--- src/pkg/supply_supervisor_params.svh ---
// Constants for the supply supervisor control block.
// Operation
// - Low-voltage reset enable bit 7 defaults set; resets chip below threshold.
// - Low-voltage detector ignored for 100 us after enabling its reset.
// - Status bit 6 shows supply below threshold; zero while detector disabled.
// - Protected low-power mode bit 5 defaults zero; one selects low current.
// - Interrupt flag bit 4 set on any threshold crossing; writing one clears it; does not drive the interrupt.
// - Action select bit 3: one resets chip, zero interrupts, when below.
// - Action select loads from configuration bit 20 at reset; protected.
// - Brown-out interrupt holds until detector enable is cleared.
// - Threshold select bits 2:1 load from configuration bits 22:21; protected.
// - Detector enable bit 0 loads from configuration bit 23; protected.
// - Disable code equal to 5aa5h suppresses power-on reset.
// - Any other chip reset source returns disable code to non-magic value.
`ifndef SUPPLY_SUPERVISOR_PARAMS_SVH
`define SUPPLY_SUPERVISOR_PARAMS_SVH
`define ADDR_BROWNOUT_CONTROL      12'h018
`define ADDR_POWERON_RESET_CONTROL 12'h024
`define ADDR_PROTECTION_UNLOCK     12'h100
`define UNLOCK_BYTE_0              8'h59
`define UNLOCK_BYTE_1              8'h16
`define UNLOCK_BYTE_2              8'h88
`define BIT_LVR_ENABLE             7
`define BIT_OUTPUT_STATUS          6
`define BIT_LOW_POWER              5
`define BIT_IRQ_FLAG               4
`define BIT_ACTION_SELECT          3
`define BIT_THRESHOLD_HI           2
`define BIT_THRESHOLD_LO           1
`define BIT_DETECTOR_ENABLE        0
`define CFG_BIT_ACTION             20
`define CFG_BIT_THRESHOLD_LO       21
`define CFG_BIT_THRESHOLD_HI       22
`define CFG_BIT_ENABLE             23
`define POR_DISABLE_MAGIC          16'h5aa5
`define POR_CODE_RESET             16'h0000
`define LVR_SETTLE_NS              100000
`define CLK_PERIOD_NS              8
`define LVR_SETTLE_CYCLES          ((`LVR_SETTLE_NS + `CLK_PERIOD_NS - 1) / `CLK_PERIOD_NS)
`endif

--- src/pkg/supply_supervisor_pkg.sv ---
// Types shared by the supply supervisor control block.
package supply_supervisor_pkg;
  typedef enum logic [1:0] {
    unlock_idle = 2'b00,
    unlock_one  = 2'b01,
    unlock_two  = 2'b11,
    unlock_open = 2'b10
  } unlock_state_e;

  typedef struct packed {
    logic       lvr_enable;
    logic       low_power;
    logic       action_select;
    logic [1:0] threshold;
    logic       detector_enable;
  } brownout_cfg_s;

  typedef struct packed {
    logic below_threshold;
    logic below_lvr;
  } analog_status_s;
endpackage

--- src/rtl/protection_unlock.sv ---
// Unlock sequence tracker for write-protected supervisor bits.
`timescale 1ns/10ps
`include "supply_supervisor_params.svh"
module protection_unlock
  import supply_supervisor_pkg::*;
(
  input  wire logic       pclk,
  input  wire logic       presetn,
  input  wire logic       clk_en,
  input  wire logic       wr_stb,
  input  wire logic [7:0] wr_byte,
  output wire logic       unlocked
);
  unlock_state_e state;
  unlock_state_e next_state;

  // Each byte must follow in order; any other write restarts the sequence.
  always_comb begin
    next_state = unlock_idle;
    case (state)
      unlock_idle: next_state = (wr_byte == `UNLOCK_BYTE_0) ? unlock_one : unlock_idle;
      unlock_one:  next_state = (wr_byte == `UNLOCK_BYTE_1) ? unlock_two : unlock_idle;
      unlock_two:  next_state = (wr_byte == `UNLOCK_BYTE_2) ? unlock_open : unlock_idle;
      unlock_open: next_state = (wr_byte == `UNLOCK_BYTE_0) ? unlock_one : unlock_idle;
      default:     next_state = unlock_idle;
    endcase
  end

  always_ff @(posedge pclk or negedge presetn) begin
    if (!presetn) begin
      state <= unlock_idle;
    end else if (clk_en && wr_stb) begin
      state <= next_state;
    end
  end

  assign unlocked = (state == unlock_open);
endmodule // protection_unlock

--- src/rtl/supply_supervisor_control.sv ---
// Brown-out, low-voltage and power-on reset control with an APB slave.
`timescale 1ns/10ps
`include "supply_supervisor_params.svh"
module supply_supervisor_control
  import supply_supervisor_pkg::*;
#(
  parameter int LVR_SETTLE_CYCLES = `LVR_SETTLE_CYCLES
) (
  input  wire logic        pclk,
  input  wire logic        presetn,
  input  wire logic        clk_en,
  input  wire logic        psel,
  input  wire logic        penable,
  input  wire logic        pwrite,
  input  wire logic [11:0] paddr,
  input  wire logic [31:0] pwdata,
  input  wire logic [3:0]  pstrb,
  output logic      [31:0] prdata,
  output wire logic        pready,
  output wire logic        pslverr,
  input  wire logic [31:0] flash_user_config_word,
  input  wire logic        other_reset_event,
  input  wire logic        brownout_compare_raw,
  input  wire logic        low_voltage_compare_raw,
  output logic             brownout_detector_enable,
  output logic [1:0]       brownout_threshold_select,
  output logic             brownout_low_power_mode,
  output logic             brownout_irq,
  output logic             brownout_chip_reset,
  output logic             low_voltage_chip_reset,
  output logic             poweron_reset_suppress
);

  ////////////////////////////////////////////////////////////////////////////
  // Bus decode.

  brownout_cfg_s  cfg;
  analog_status_s analog;
  logic           irq_flag;
  logic [15:0]    poweron_reset_disable_code;
  logic           cfg_pending;
  logic           below_prev;
  logic [31:0]    settle_count;
  logic           unlocked;

  wire access_phase = psel && penable;
  wire wr_access    = access_phase && pwrite && clk_en;
  wire sel_bod      = (paddr == `ADDR_BROWNOUT_CONTROL);
  wire sel_por      = (paddr == `ADDR_POWERON_RESET_CONTROL);
  wire sel_unlock   = (paddr == `ADDR_PROTECTION_UNLOCK);
  wire mapped       = sel_bod || sel_por || sel_unlock;
  wire wr_bod       = wr_access && sel_bod && pstrb[0];
  wire wr_por_lo    = wr_access && sel_por && pstrb[0] && unlocked;
  wire wr_por_hi    = wr_access && sel_por && pstrb[1] && unlocked;
  wire wr_unlock    = wr_access && sel_unlock && pstrb[0];
  wire prot_wr      = wr_bod && unlocked;

  assign pready  = 1'b1;
  assign pslverr = access_phase && !mapped;

  ////////////////////////////////////////////////////////////////////////////
  // Submodules.

  protection_unlock u_unlock (
    .pclk     (pclk),
    .presetn  (presetn),
    .clk_en   (clk_en),
    .wr_stb   (wr_unlock),
    .wr_byte  (pwdata[7:0]),
    .unlocked (unlocked)
  );

  sync_two_flop #(.WIDTH(2)) u_sync (
    .pclk     (pclk),
    .presetn  (presetn),
    .clk_en   (clk_en),
    .async_in ({brownout_compare_raw, low_voltage_compare_raw}),
    .sync_out (analog)
  );

  ////////////////////////////////////////////////////////////////////////////
  // Configuration register.

  // Configuration word is sampled on the first enabled edge after reset.
  always_ff @(posedge pclk or negedge presetn) begin
    if (!presetn) begin
      cfg_pending <= 1'b1;
    end else if (clk_en) begin
      cfg_pending <= 1'b0;
    end
  end

  wire [7:0] wd = pwdata[7:0];

  always_ff @(posedge pclk or negedge presetn) begin
    if (!presetn) begin
      cfg <= '{lvr_enable: 1'b1, low_power: 1'b0, action_select: 1'b0,
               threshold: 2'b00, detector_enable: 1'b0};
    end else if (clk_en) begin
      if (cfg_pending) begin
        cfg.action_select   <= flash_user_config_word[`CFG_BIT_ACTION];
        cfg.threshold       <= {flash_user_config_word[`CFG_BIT_THRESHOLD_HI],
                                flash_user_config_word[`CFG_BIT_THRESHOLD_LO]};
        cfg.detector_enable <= flash_user_config_word[`CFG_BIT_ENABLE];
      end else if (prot_wr) begin
        cfg.lvr_enable      <= wd[`BIT_LVR_ENABLE];
        cfg.low_power       <= wd[`BIT_LOW_POWER];
        cfg.action_select   <= wd[`BIT_ACTION_SELECT];
        cfg.threshold       <= wd[`BIT_THRESHOLD_HI:`BIT_THRESHOLD_LO];
        cfg.detector_enable <= wd[`BIT_DETECTOR_ENABLE];
      end
    end
  end

  ////////////////////////////////////////////////////////////////////////////
  // Brown-out detection and interrupt flag.

  wire below       = cfg.detector_enable && analog.below_threshold;
  wire crossing    = cfg.detector_enable && (analog.below_threshold != below_prev);
  wire flag_clear  = wr_bod && wd[`BIT_IRQ_FLAG];
  wire next_flag   = crossing ? 1'b1 : (flag_clear ? 1'b0 : irq_flag);

  always_ff @(posedge pclk or negedge presetn) begin
    if (!presetn) begin
      below_prev <= 1'b0;
      irq_flag   <= 1'b0;
    end else if (clk_en) begin
      below_prev <= analog.below_threshold;
      irq_flag   <= next_flag;
    end
  end

  // The interrupt holds while enabled; only clearing the enable drops it.
  always_ff @(posedge pclk or negedge presetn) begin
    if (!presetn) begin
      brownout_irq <= 1'b0;
    end else if (clk_en) begin
      if (!cfg.detector_enable) begin
        brownout_irq <= 1'b0;
      end else if (below && !cfg.action_select) begin
        brownout_irq <= 1'b1;
      end
    end
  end

  always_ff @(posedge pclk or negedge presetn) begin
    if (!presetn) begin
      brownout_chip_reset <= 1'b0;
    end else if (clk_en) begin
      brownout_chip_reset <= below && cfg.action_select;
    end
  end

  ////////////////////////////////////////////////////////////////////////////
  // Low-voltage reset with settling blank.

  wire settled = (settle_count >= LVR_SETTLE_CYCLES);

  always_ff @(posedge pclk or negedge presetn) begin
    if (!presetn) begin
      settle_count           <= 32'h0000_0000;
      low_voltage_chip_reset <= 1'b0;
    end else if (clk_en) begin
      if (!cfg.lvr_enable) begin
        settle_count <= 32'h0000_0000;
      end else if (!settled) begin
        settle_count <= settle_count + 32'h0000_0001;
      end
      low_voltage_chip_reset <= cfg.lvr_enable && settled && analog.below_lvr;
    end
  end

  ////////////////////////////////////////////////////////////////////////////
  // Power-on reset disable code.

  always_ff @(posedge pclk or negedge presetn) begin
    if (!presetn) begin
      poweron_reset_disable_code <= `POR_CODE_RESET;
    end else if (clk_en) begin
      if (other_reset_event) begin
        poweron_reset_disable_code <= `POR_CODE_RESET;
      end else begin
        if (wr_por_lo) begin
          poweron_reset_disable_code[7:0] <= pwdata[7:0];
        end
        if (wr_por_hi) begin
          poweron_reset_disable_code[15:8] <= pwdata[15:8];
        end
      end
    end
  end

  always_ff @(posedge pclk or negedge presetn) begin
    if (!presetn) begin
      poweron_reset_suppress <= 1'b0;
    end else if (clk_en) begin
      poweron_reset_suppress <= (poweron_reset_disable_code == `POR_DISABLE_MAGIC);
    end
  end

  ////////////////////////////////////////////////////////////////////////////
  // Outputs and read data.

  assign brownout_detector_enable  = cfg.detector_enable;
  assign brownout_threshold_select = cfg.threshold;
  assign brownout_low_power_mode   = cfg.low_power;

  wire [31:0] bod_read = {24'h000000, cfg.lvr_enable, below, cfg.low_power, irq_flag,
                          cfg.action_select, cfg.threshold, cfg.detector_enable};
  wire [31:0] por_read = {16'h0000, poweron_reset_disable_code};
  wire [31:0] unl_read = {31'h00000000, unlocked};
  wire [31:0] next_prdata = sel_bod ? bod_read :
                            sel_por ? por_read :
                            sel_unlock ? unl_read : 32'h0000_0000;

  always_ff @(posedge pclk or negedge presetn) begin
    if (!presetn) begin
      prdata <= 32'h0000_0000;
    end else if (clk_en && psel && !penable && !pwrite) begin
      prdata <= next_prdata;
    end
  end
endmodule // supply_supervisor_control

--- src/rtl/sync_two_flop.sv ---
// Two-flop synchroniser for a bundle of asynchronous levels.
`timescale 1ns/10ps
module sync_two_flop #(
  parameter int WIDTH = 2
) (
  input  wire logic             pclk,
  input  wire logic             presetn,
  input  wire logic             clk_en,
  input  wire logic [WIDTH-1:0] async_in,
  output logic      [WIDTH-1:0] sync_out
);
  logic [WIDTH-1:0] stage;

  always_ff @(posedge pclk or negedge presetn) begin
    if (!presetn) begin
      stage    <= '0;
      sync_out <= '0;
    end else if (clk_en) begin
      stage    <= async_in;
      sync_out <= stage;
    end
  end
endmodule // sync_two_flop

--- config.mk ---
export PLATFORM = sky130hd
export DESIGN_NAME = supply_supervisor_control
export DESIGN_NICKNAME = d
export VERILOG_FILES = /design/src/pkg/supply_supervisor_pkg.sv /design/src/rtl/protection_unlock.sv /design/src/rtl/supply_supervisor_control.sv /design/src/rtl/sync_two_flop.sv
export VERILOG_INCLUDE_DIRS = /design/src /design/src/pkg
export SDC_FILE = /design/constraint.sdc
export NUM_CORES = 1
export LEC_CHECK = 0
export BUFFER_PORTS_ARGS = -buffer_cell sky130_fd_sc_hd__buf_2
export CAP_MARGIN = 30
export CORE_MARGIN = 1
export CORE_UTILIZATION = 46
export CTS_CLUSTER_SIZE = 8
export DETAILED_ROUTE_END_ITERATION = 10
export PLACE_DENSITY = 0.76
export SLEW_MARGIN = 20
export SYNTH_ARGS = -nofsm -noshare
export SYNTH_HDL_FRONTEND = slang
export SYNTH_HIERARCHICAL = 1
export SYNTH_SLANG_ARGS = --single-unit
--- constraint.sdc ---
create_clock -name pclk -period 1.9 [get_ports pclk]
set_clock_uncertainty 0.15 [all_clocks]
set_input_delay 0.19 -clock pclk [delete_from_list [all_inputs] [get_ports pclk]]
set_output_delay 0.19 -clock pclk [all_outputs]
set_load 0.02 [all_outputs]
==> flow_summary.toml, run 1 <==
[cells_and_area]
nFillCells = 704
regArea_um2 = 2080
final_common_cell = "dfrtp_1"
num-nets-final = 599
antenna_cells = 0
drive_gt1_frac = 0.380
final_util = 0.615
multi_input_area_um2 = 2060
final_cell_mix = "dfrtp_1 (81), buf_2 (64), buf_4 (44), nand2_1 (36), nor2_1 (24)"
syn2layout_area_growth_pct = 30.3

[timing]
max_freq_mhz = 472
worst_slew_pin_slew_ps = 640
period_minus_slack_ps = 2120
setup-violations-final = 18
finalHoldViolations = 0
setup_slack_ps = -219
finalSetupTns_ps = -2840
drv_slew = 0
timing.final.crit_share = 1.12
max_slew_margin = 0.573
rsz0062_at_grt = "true"

[status]
violations = "negative setup slack"
status = "complete, but fails checks"

[setup_path]
cp_max_fo = 6
cp.arrival_ps = 2250
crit_required_ps = 2030
timing.critical_path.from_type = "flip-flop"
crit_path_end_kind = "flip-flop"
path_class = "reg2reg"

[synthesis]
ys_seq_elements = 83
synth-compound-area-share = 0.0975
synth.distinct_cells = 62
syn_inst = 389
avgSynthCellArea_um2 = 10.5
synth-simple-area-share = 0.240
synth_top_family_by_area = "simple AND/OR/NAND/NOR gates"
synthMuxAreaShare = 0.0819
synthAdderAreaFrac = 0.00611
netlist_area_um2 = 4100
ys_seq_area_frac = 0.508
ys_warn_count = 6
synthFlopType = "dfrtp_1"
synth_enable_flop_cells = 0
ys_async_sr_fraction = 1.00
synthXorXnorAreaFrac = 0.00214

[clock_tree]
root_buffer = "clkbuf_8"
clkTransAtPathRegs_ps = 80
cts_tree = "done"
insertion_delay_ps = 360
cts_sinks = 83
clock_path_buffers = 2
cts_buffers = 9
htreeDepth = 3

[detailed_routing]
num_vias = 3303
viasPerCell = 5.32
drt-initial-drc-count = 154
wire_per_inst_um = 15.4
wirelength_um = 9590
drcViolationCount = 0
ant_nets = 0
dr.pass1.iters = 6

[global_routing]
track_usage = 0.225
grt_max_degree = 50
grt_pass1_vias = 3368
gr-total-overflow = 0
antenna_found_initial = 0
grt_pass1_wl_um = 15800

[die]
fp.dieW_um = 96.4
start_util = 0.472
die_y_um = 96.4
coreArea_um2 = 8680
die-area_um2 = 9280
rows = 34
ios = 131

[placed_design]
io_buffers = 67
dp_hpwl_um = 6620
place.gp.congestion = 0.795

[power_and_ir_drop]
p_leak_nw = 2.52
switching_power_w = 0.000967
clock_power_share = 0.319
p_seq_frac = 0.543
peakVddDrop_mv = 0.435
switching_share = 0.273
intPower_w = 0.00258
p_per_area_nw_per_um2 = 665
power_frac_comb = 0.138

[flow_run]
drv_cap = 0

[min_path]
hold_path_class = "in2reg"
## critical path, cell delays in order (launching register included)
cell and delay, ps:
dfrtp_1 400, or4_1 540, o211ai_1 200, buf_4 180, a21oi_4 80, or3_4 350, a21oi_2 130
## metrics by stage
stage | instances | worst slack [ps] | power (W) | hold WS, ps | cell area (µm²)
4_1_cts | 618 | -132 | 0.00356 | 7.07 | 5200
3_5_place_dp | 585 | -293 | 0.00241 | 108 | 4780
5_1_grt | 621 | -310 | 0.00369 | 31.6 | 5340
2_1_floorplan | 404 | -222 | 0.00223 | -256 | 4220
6_report | 621 | -219 | 0.00355 | 15.8 | 5340
3_3_place_gp | 585 | -250 | 0.00240 | 98.0 | 4780
## final timing paths
path	to	cells past startpoint	slack [ps]	from
max	settle_count[10]	6	-220	settle_count[8]
max in group asynchronous	prdata[7]	3	750	presetn
max reg2reg	settle_count[10]	6	-220	settle_count[8]
min in group asynchronous	below_prev	2	260	presetn
min	poweron_reset_disable_code[11]	3	20	pwdata[11]
min reg2reg	prdata[11]	2	340	prdata[11]
## power groups by stage
stage,clock [W],combinational (W),sequential (W)
final,0.00113,0.000488,0.00193
after floorplan,0,0.000251,0.00198
after global placement,0,0.000442,0.00195
after CTS,0.00115,0.000483,0.00193
after global routing,0.00122,0.000535,0.00194
after detailed placement,0,0.000452,0.00196
## area by class of cell
cell class	count	area share
timing repair buffer	125	0.159
multi-input combinational	279	0.387
clock inverter	5	0.00563
clock buffer	11	0.0265
sequential	83	0.390
tap	108	0.0253
inverter	10	0.00703
## flip-flops by register name (all words and copies together), names as in the netlist, 2 cells and up
register and cells:
brownout_threshold_select 2, u_sync/stage 2, settle_count 32, poweron_reset_disable_code 16, bod_read 2, u_sync/sync_out 2
u_unlock/state 2, prdata 16
## synthesized netlist by cell type, types with 5 or more instances
cell type,n,area share
nand2_1,37,0.034
nand4_1,9,0.014
clkbuf_1,8,0.0073
mux2i_1,5,0.012
mux2_2,5,0.014
nor2b_1,20,0.031
a21oi_1,10,0.012
or3_1,5,0.0076
inv_1,9,0.0082
mux2_1,11,0.030
a221oi_1,6,0.013
dfrtp_1,81,0.49
nor4_1,6,0.0092
buf_4,21,0.038
and3_1,5,0.0076
mux2_4,7,0.026
nor2_1,24,0.022
o21ai_1,24,0.029
and2_1,21,0.032
nand3_1,13,0.016
## timing repair
action                                  in CTS  in global routing
endpoints found under the hold margin       52                  0
setup buffers                                7                  4
pin swaps                                   12                 11
resized for setup                           19                 22
hold buffers                                 9                  0
endpoints found under the setup margin      17                 34
gates cloned                                 1                  0
## cell families after synthesis
family / Yosys count
DFF: 83
and+or+nand+nor: 168
adders and majority gates: 2
buffers and inverters: 43
AOI/OAI and AO/OA: 62
muxes: 28
xor gates and xnor gates: 1
other: 2
## layer usage
| layer | up-vias | GRT usage | part of all wire |
|---|---|---|---|
| met5 | - | 0 | 0 |
| li1 | 1591 | - | - |
| met3 | 16 | 0.0300 | 0.041 |
| met1 | 1600 | 0.287 | 0.43 |
| met4 | 0 | 0.0882 | 0.017 |
| met2 | 96 | 0.386 | 0.51 |
Note: power is estimated with default switching activity, not from simulation.
==> run 2: changes to the inputs <==
--- a/config.mk
+++ b/config.mk
@@ -13,6 +13,7 @@
 export CTS_CLUSTER_SIZE = 8
 export DETAILED_ROUTE_END_ITERATION = 10
 export PLACE_DENSITY = 0.76
+export RECOVER_POWER = 50
 export SLEW_MARGIN = 20
 export SYNTH_ARGS = -nofsm -noshare
 export SYNTH_HDL_FRONTEND = slang
==> run 2 against run 1 <==
Effect of this change: the flow still finishes with violations (negative setup slack); via count is 0.85% higher; wire length about the same; die area stayed put; critical endpoint unchanged; largest power group unchanged; highest routed layer unchanged.
==> flow_summary.toml, run 2 (synthesized netlist as in run 1, its figures left out) <==
[status]
status = "complete, but fails checks"
violations = "negative setup slack"

[cells_and_area]
layout.cells.non_filler = 621
regArea_um2 = 2080
nFillCells = 706
final_util = 0.613
final_common_cell = "dfrtp_1"
drive_gt1_frac = 0.376
syn2layout_area_growth_pct = 29.9
antenna_cells = 0
fin_area_um2 = 5320
top_register = "settle_count"
num-nets-final = 599
reg_top3 = "settle_count x32, poweron_reset_disable_code x16, prdata x16"
largest_register_ffs = 32
multi_input_area_um2 = 2060
final_cell_mix = "dfrtp_1 (81), buf_2 (63), buf_4 (43), nand2_1 (36), nor2_1 (24)"

[power_and_ir_drop]
power_frac_comb = 0.136
peakVddDrop_mv = 0.435
total_power_w = 0.00354
p_per_area_nw_per_um2 = 666
intPower_w = 0.00258
switching_power_w = 0.000967
p_seq_frac = 0.544
clock_power_share = 0.320
p_leak_nw = 2.51
switching_share = 0.273

[min_path]
hold_path_class = "in2reg"

[timing]
finalHoldViolations = 0
max_slew_margin = 0.194
setup-violations-final = 18
drv_slew = 0
setup_slack_ps = -205
finalSetupTns_ps = -2640
worst_slew_pin_slew_ps = 1210
max_freq_mhz = 475
timing.final.crit_share = 1.11
rsz0062_at_grt = "true"
period_minus_slack_ps = 2110

[clock_tree]
cts_sinks = 83
insertion_delay_ps = 360
cts_tree = "done"
htreeDepth = 3
cts_buffers = 9
root_buffer = "clkbuf_8"
clkTransAtPathRegs_ps = 80
clock_path_buffers = 2

[die]
die-area_um2 = 9280
start_util = 0.472
rows = 34
die_y_um = 96.4
fp.dieW_um = 96.4
ios = 131
coreArea_um2 = 8680

[placed_design]
dp_cells = 585
io_buffers = 67
placed_area_um2 = 4780
place.gp.congestion = 0.795
dp_hpwl_um = 6620

[setup_path]
crit_path_end_kind = "flip-flop"
cp.arrival_ps = 2240
cp_max_fo = 6
path_class = "reg2reg"
timing.critical_path.from_type = "flip-flop"
crit_required_ps = 2030

[detailed_routing]
wire_per_inst_um = 15.4
drcViolationCount = 0
wirelength_um = 9590
dr.pass1.iters = 6
drt-initial-drc-count = 155
ant_nets = 0
num_vias = 3331
viasPerCell = 5.36

[global_routing]
grt_pass1_wl_um = 15800
antenna_found_initial = 0
gr-total-overflow = 0
track_usage = 0.225
grt_max_degree = 50
grt_pass1_vias = 3368

[flow_run]
drv_cap = 0
## run 2: cell count changes in the layout (fill, tap and decap cells not counted)
cell      delta
clkbuf_1     +1
buf_12       -1
dfstp_1      +1
buf_4        -1
clkbuf_2     +2
buf_2        -1
dfstp_2      -1
## run 2: per-stage QoR
stage | setup slack, ps | hold WS [ps]
after floorplan | -222 | -256
after global placement | -250 | 98.0
after detailed placement | -293 | 108
after CTS | -132 | 7.07
after global routing | -310 | 31.6
final | -205 | 15.6
## run 2: area by class of cell
| class | count | area share |
|---|---|---|
| Clock buffer | 11 | 0.0266 |
| Clock inverter | 5 | 0.00565 |
| Inverter | 10 | 0.00706 |
| Multi-Input combinational cell | 279 | 0.388 |
| Sequential cell | 83 | 0.391 |
| Tap cell | 108 | 0.0254 |
| Timing Repair Buffer | 125 | 0.156 |
## run 2: timing repair
item / in CTS / in global routing
gates resized for setup: 19 / 22
hold endpoints to repair: 52 / 0
pin swaps: 12 / 11
hold buffers: 9 / 0
gates cloned: 1 / 0
endpoints found under the setup margin: 17 / 34
setup buffers: 7 / 4
## run 2: power groups by stage
stage          Sequential, W  Clock, W  Combinational (W)
2_1_floorplan        0.00198         0           0.000251
3_3_place_gp         0.00195         0           0.000442
3_5_place_dp         0.00196         0           0.000452
4_1_cts              0.00193   0.00115           0.000483
5_1_grt              0.00194   0.00122           0.000529
6_report             0.00193   0.00113           0.000483
## run 2: path summary, 6_finish.rpt
path | start | end | slack (ps) | depth (start not counted)
max | settle_count[8] | settle_count[10] | -210 | 6
min | pwdata[11] | poweron_reset_disable_code[11] | 20 | 3
max reg2reg | settle_count[8] | settle_count[10] | -210 | 6
min reg2reg | prdata[11] | prdata[11] | 340 | 2
max in group asynchronous | presetn | settle_count[23] | 210 | 3
min in group asynchronous | presetn | below_prev | 480 | 2
## run 2: routing by layer
metal | wire length, µm | track usage | up-vias
met1 | 4120 | 0.287 | 1612
met4 | 180 | 0.0882 | 0
li1 | - | - | 1594
met3 | 415 | 0.0300 | 18
met5 | 0 | 0 | -
met2 | 4870 | 0.386 | 107
## run 2: worst max-delay path: stages, from the launching register on
cell and delay (ps):
dfrtp_1 400, or4_1 540, o211ai_1 200, buf_4 180
a21oi_4 80, or3_4 350, a21oi_2 130
==> run 3: changes to the inputs <==
--- a/config.mk
+++ b/config.mk
@@ -17,5 +17,4 @@
 export SLEW_MARGIN = 20
 export SYNTH_ARGS = -nofsm -noshare
 export SYNTH_HDL_FRONTEND = slang
-export SYNTH_HIERARCHICAL = 1
 export SYNTH_SLANG_ARGS = --single-unit
==> run 3 against run 2 <==
Effect of this change: the run still ends with negative setup slack left; sequential power is essentially flat; maximum frequency shrank 5.6%; sequential cell count is the same; worst setup slack lost 120 ps; clock power grew 16%; largest power group unchanged.
==> flow_summary.toml, run 3 <==
[clock_tree]
cts_tree = "done"
clkTransAtPathRegs_ps = 100
clock_path_buffers = 2
root_buffer = "clkbuf_8"
htreeDepth = 3
cts_sinks = 83
insertion_delay_ps = 360
cts_buffers = 9

[power_and_ir_drop]
p_per_area_nw_per_um2 = 689
power_frac_comb = 0.135
p_leak_nw = 2.71
clock_power_share = 0.349
peakVddDrop_mv = 0.411
switching_power_w = 0.00106
switching_share = 0.283
intPower_w = 0.00270
p_seq_frac = 0.516

[synthesis]
avgSynthCellArea_um2 = 10.4
synthXorXnorAreaFrac = 0.00214
ys_warn_count = 0
netlist_area_um2 = 4090
synth_enable_flop_cells = 0
synthMuxAreaShare = 0.0710
yosys-top-cells-count = "dfrtp_1 (81), nand2_1 (40), nor2_1 (21), nand3_1 (20)"
synth-simple-area-share = 0.239
ys_async_sr_fraction = 1.00
yosysTopAreaCellShare = 0.496
ys_seq_area_frac = 0.508
synth.distinct_cells = 58
post_synth_main_area_contributors = "dfrtp_1 (50%), mux2_2 (4.4%), nand2_1 (3.7%), buf_4 (3.5%), and2_1 (2.9%)"
yosysTopAreaCell = "dfrtp_1"
synthFlopType = "dfrtp_1"
synth_top_family_by_area = "simple AND/OR/NAND/NOR gates"
synth-compound-area-share = 0.114
syn_inst = 392
synth.most_common_cell = "dfrtp_1"
ys_seq_elements = 83
synthAdderAreaFrac = 0.00612

[timing]
period_minus_slack_ps = 2230
max_slew_margin = 0.485
timing.final.crit_share = 1.17
finalSetupTns_ps = -1550
setup_slack_ps = -329
whs_ps = 10.8
worst_slew_pin_slew_ps = 772
rsz0062_at_grt = "true"
setup-violations-final = 10
max_freq_mhz = 449
drv_slew = 0
finalHoldViolations = 0

[detailed_routing]
wire_per_inst_um = 17.1
top_layer = "met4"
wl_met3_um = 681
num_vias = 3659
ant_nets = 0
drcViolationCount = 0
dr.pass1.iters = 5
wl_met1_um = 4660
viasPerCell = 5.70
dr_wl_met2_um = 5430
wirelength_um = 11000
drt-initial-drc-count = 318

[min_path]
hold_path_class = "in2reg"
hold_path_end = "brownout_threshold_select[0]"
hold_start = "flash_user_config_word[21]"
holdPathStages = 3

[cells_and_area]
top_register = "settle_count"
reg_top3 = "settle_count x32, poweron_reset_disable_code x16, prdata x16"
syn2layout_area_growth_pct = 33.3
fin_area_um2 = 5450
final_cell_mix = "dfrtp_1 (81), buf_4 (66), buf_2 (63), nand2_1 (38), nor2_1 (21)"
num-nets-final = 620
largest_register_ffs = 32
drive_gt1_frac = 0.395
antenna_cells = 0
nFillCells = 673
final_common_cell = "dfrtp_1"

[setup_path]
crit_family = "simple AND/OR/NAND/NOR gates"
timing.critical_path.from_type = "flip-flop"
crit_path_end_kind = "flip-flop"
cp.arrival_ps = 2300
path_class = "reg2reg"
cp_max_fo = 7
rr_worst_depth = 5
cpMaxStageDelayCell = "or4_4"
crit_required_ps = 1970
path_cells = "nor4_2, nand4_1, or4_4, o41ai_1, o211ai_1"
r2r-end = "settle_count[12]"
crit_buf_inv = 0
rrSetupSlack_ps = -330
slowest_delay_ps = 480
r2r_start = "settle_count[24]"

[global_routing]
track_usage = 0.241
antenna_found_initial = 0
grt_pass1_vias = 3558
grt_pass1_wl_um = 16900
gr-total-overflow = 0
grt_max_degree = 32

[status]
status = "complete, but fails checks"
violations = "negative setup slack"

[die]
coreArea_um2 = 8680
rows = 34
fp.dieW_um = 96.3
die-area_um2 = 9270
start_util = 0.471
ios = 131
die_y_um = 96.3

[placed_design]
placed_area_um2 = 4950
place.gp.congestion = 0.885
io_buffers = 67
dp_hpwl_um = 7530

[flow_run]
drv_cap = 0
[run 3: metrics by stage]
step                      std cells   util  total power, W  worst slack (ps)
after floorplan                 407      -         0.00225              -209
after global placement          613  0.570         0.00244              -340
after detailed placement        613  0.570         0.00245              -355
after CTS                       638  0.615         0.00377              -231
after global routing            642  0.628         0.00392              -395
final                           642  0.628         0.00376              -329
[run 3: how the worst max path moves through the flow]
| stage | slack, ps | depth (start not counted) | to | startpoint |
|---|---|---|---|---|
| 6_report | -330 | 5 | settle_count[12] | settle_count[24] |
| 5_1_grt | -390 | 5 | settle_count[12] | settle_count[24] |
| 4_1_cts | -230 | 5 | settle_count[4] | settle_count[16] |
| 3_5_place_dp | -360 | 5 | settle_count[3] | settle_count[16] |
| 3_3_place_gp | -340 | 5 | settle_count[4] | settle_count[16] |
| 2_1_floorplan | -210 | 6 | settle_count[3] | settle_count[16] |
[run 3: kinds of logic (layout without fill, tap and decap cells)]
family,Yosys count,after routing
compound gates,61,62
xor+xnor,1,1
fa+ha+maj,2,2
buf+inv,44,170
flops,83,83
mux,27,27
other cells,2,17
simple gates,172,172
[run 3: per-layer routing]
layer,track usage,vias up
met5,0,-
met4,0.103,0
met1,0.330,1803
met3,0.0458,25
met2,0.374,156
li1,-,1675
[run 3: layout make-up]
cell class	count	area, µm²	area share
multi-input cells	281	2030	0.373
clock inverters	6	73.8	0.0135
clock buffers	10	128	0.0234
well taps	108	135	0.0248
flip-flops and latches	83	2080	0.381
repair buffers	145	971	0.178
inverters	9	33.8	0.00620
[run 3: power by group through the flow]
stage	Sequential [W]	Clock (W)	Combinational [W]
final	0.00194	0.00131	0.000507
after global routing	0.00195	0.00142	0.000556
after CTS	0.00194	0.00133	0.000499
after detailed placement	0.00197	0	0.000482
after global placement	0.00197	0	0.000472
after floorplan	0.00201	0	0.000244
[run 3: what timing repair did]
item / in CTS / in global routing
hold buffers: 5 / 0
cloned: 1 / 0
buffers inserted: 3 / 4
resized for setup: 22 / 18
pin swaps: 5 / 11
setup endpoints to repair: 13 / 19
hold endpoints to repair: 58 / 0
[run 3: tightest hold or removal path: cells and delay by family]
family                 cells  cell delay [ps]
buffers and inverters      1               80
AOI/OAI and AO/OA          2              210
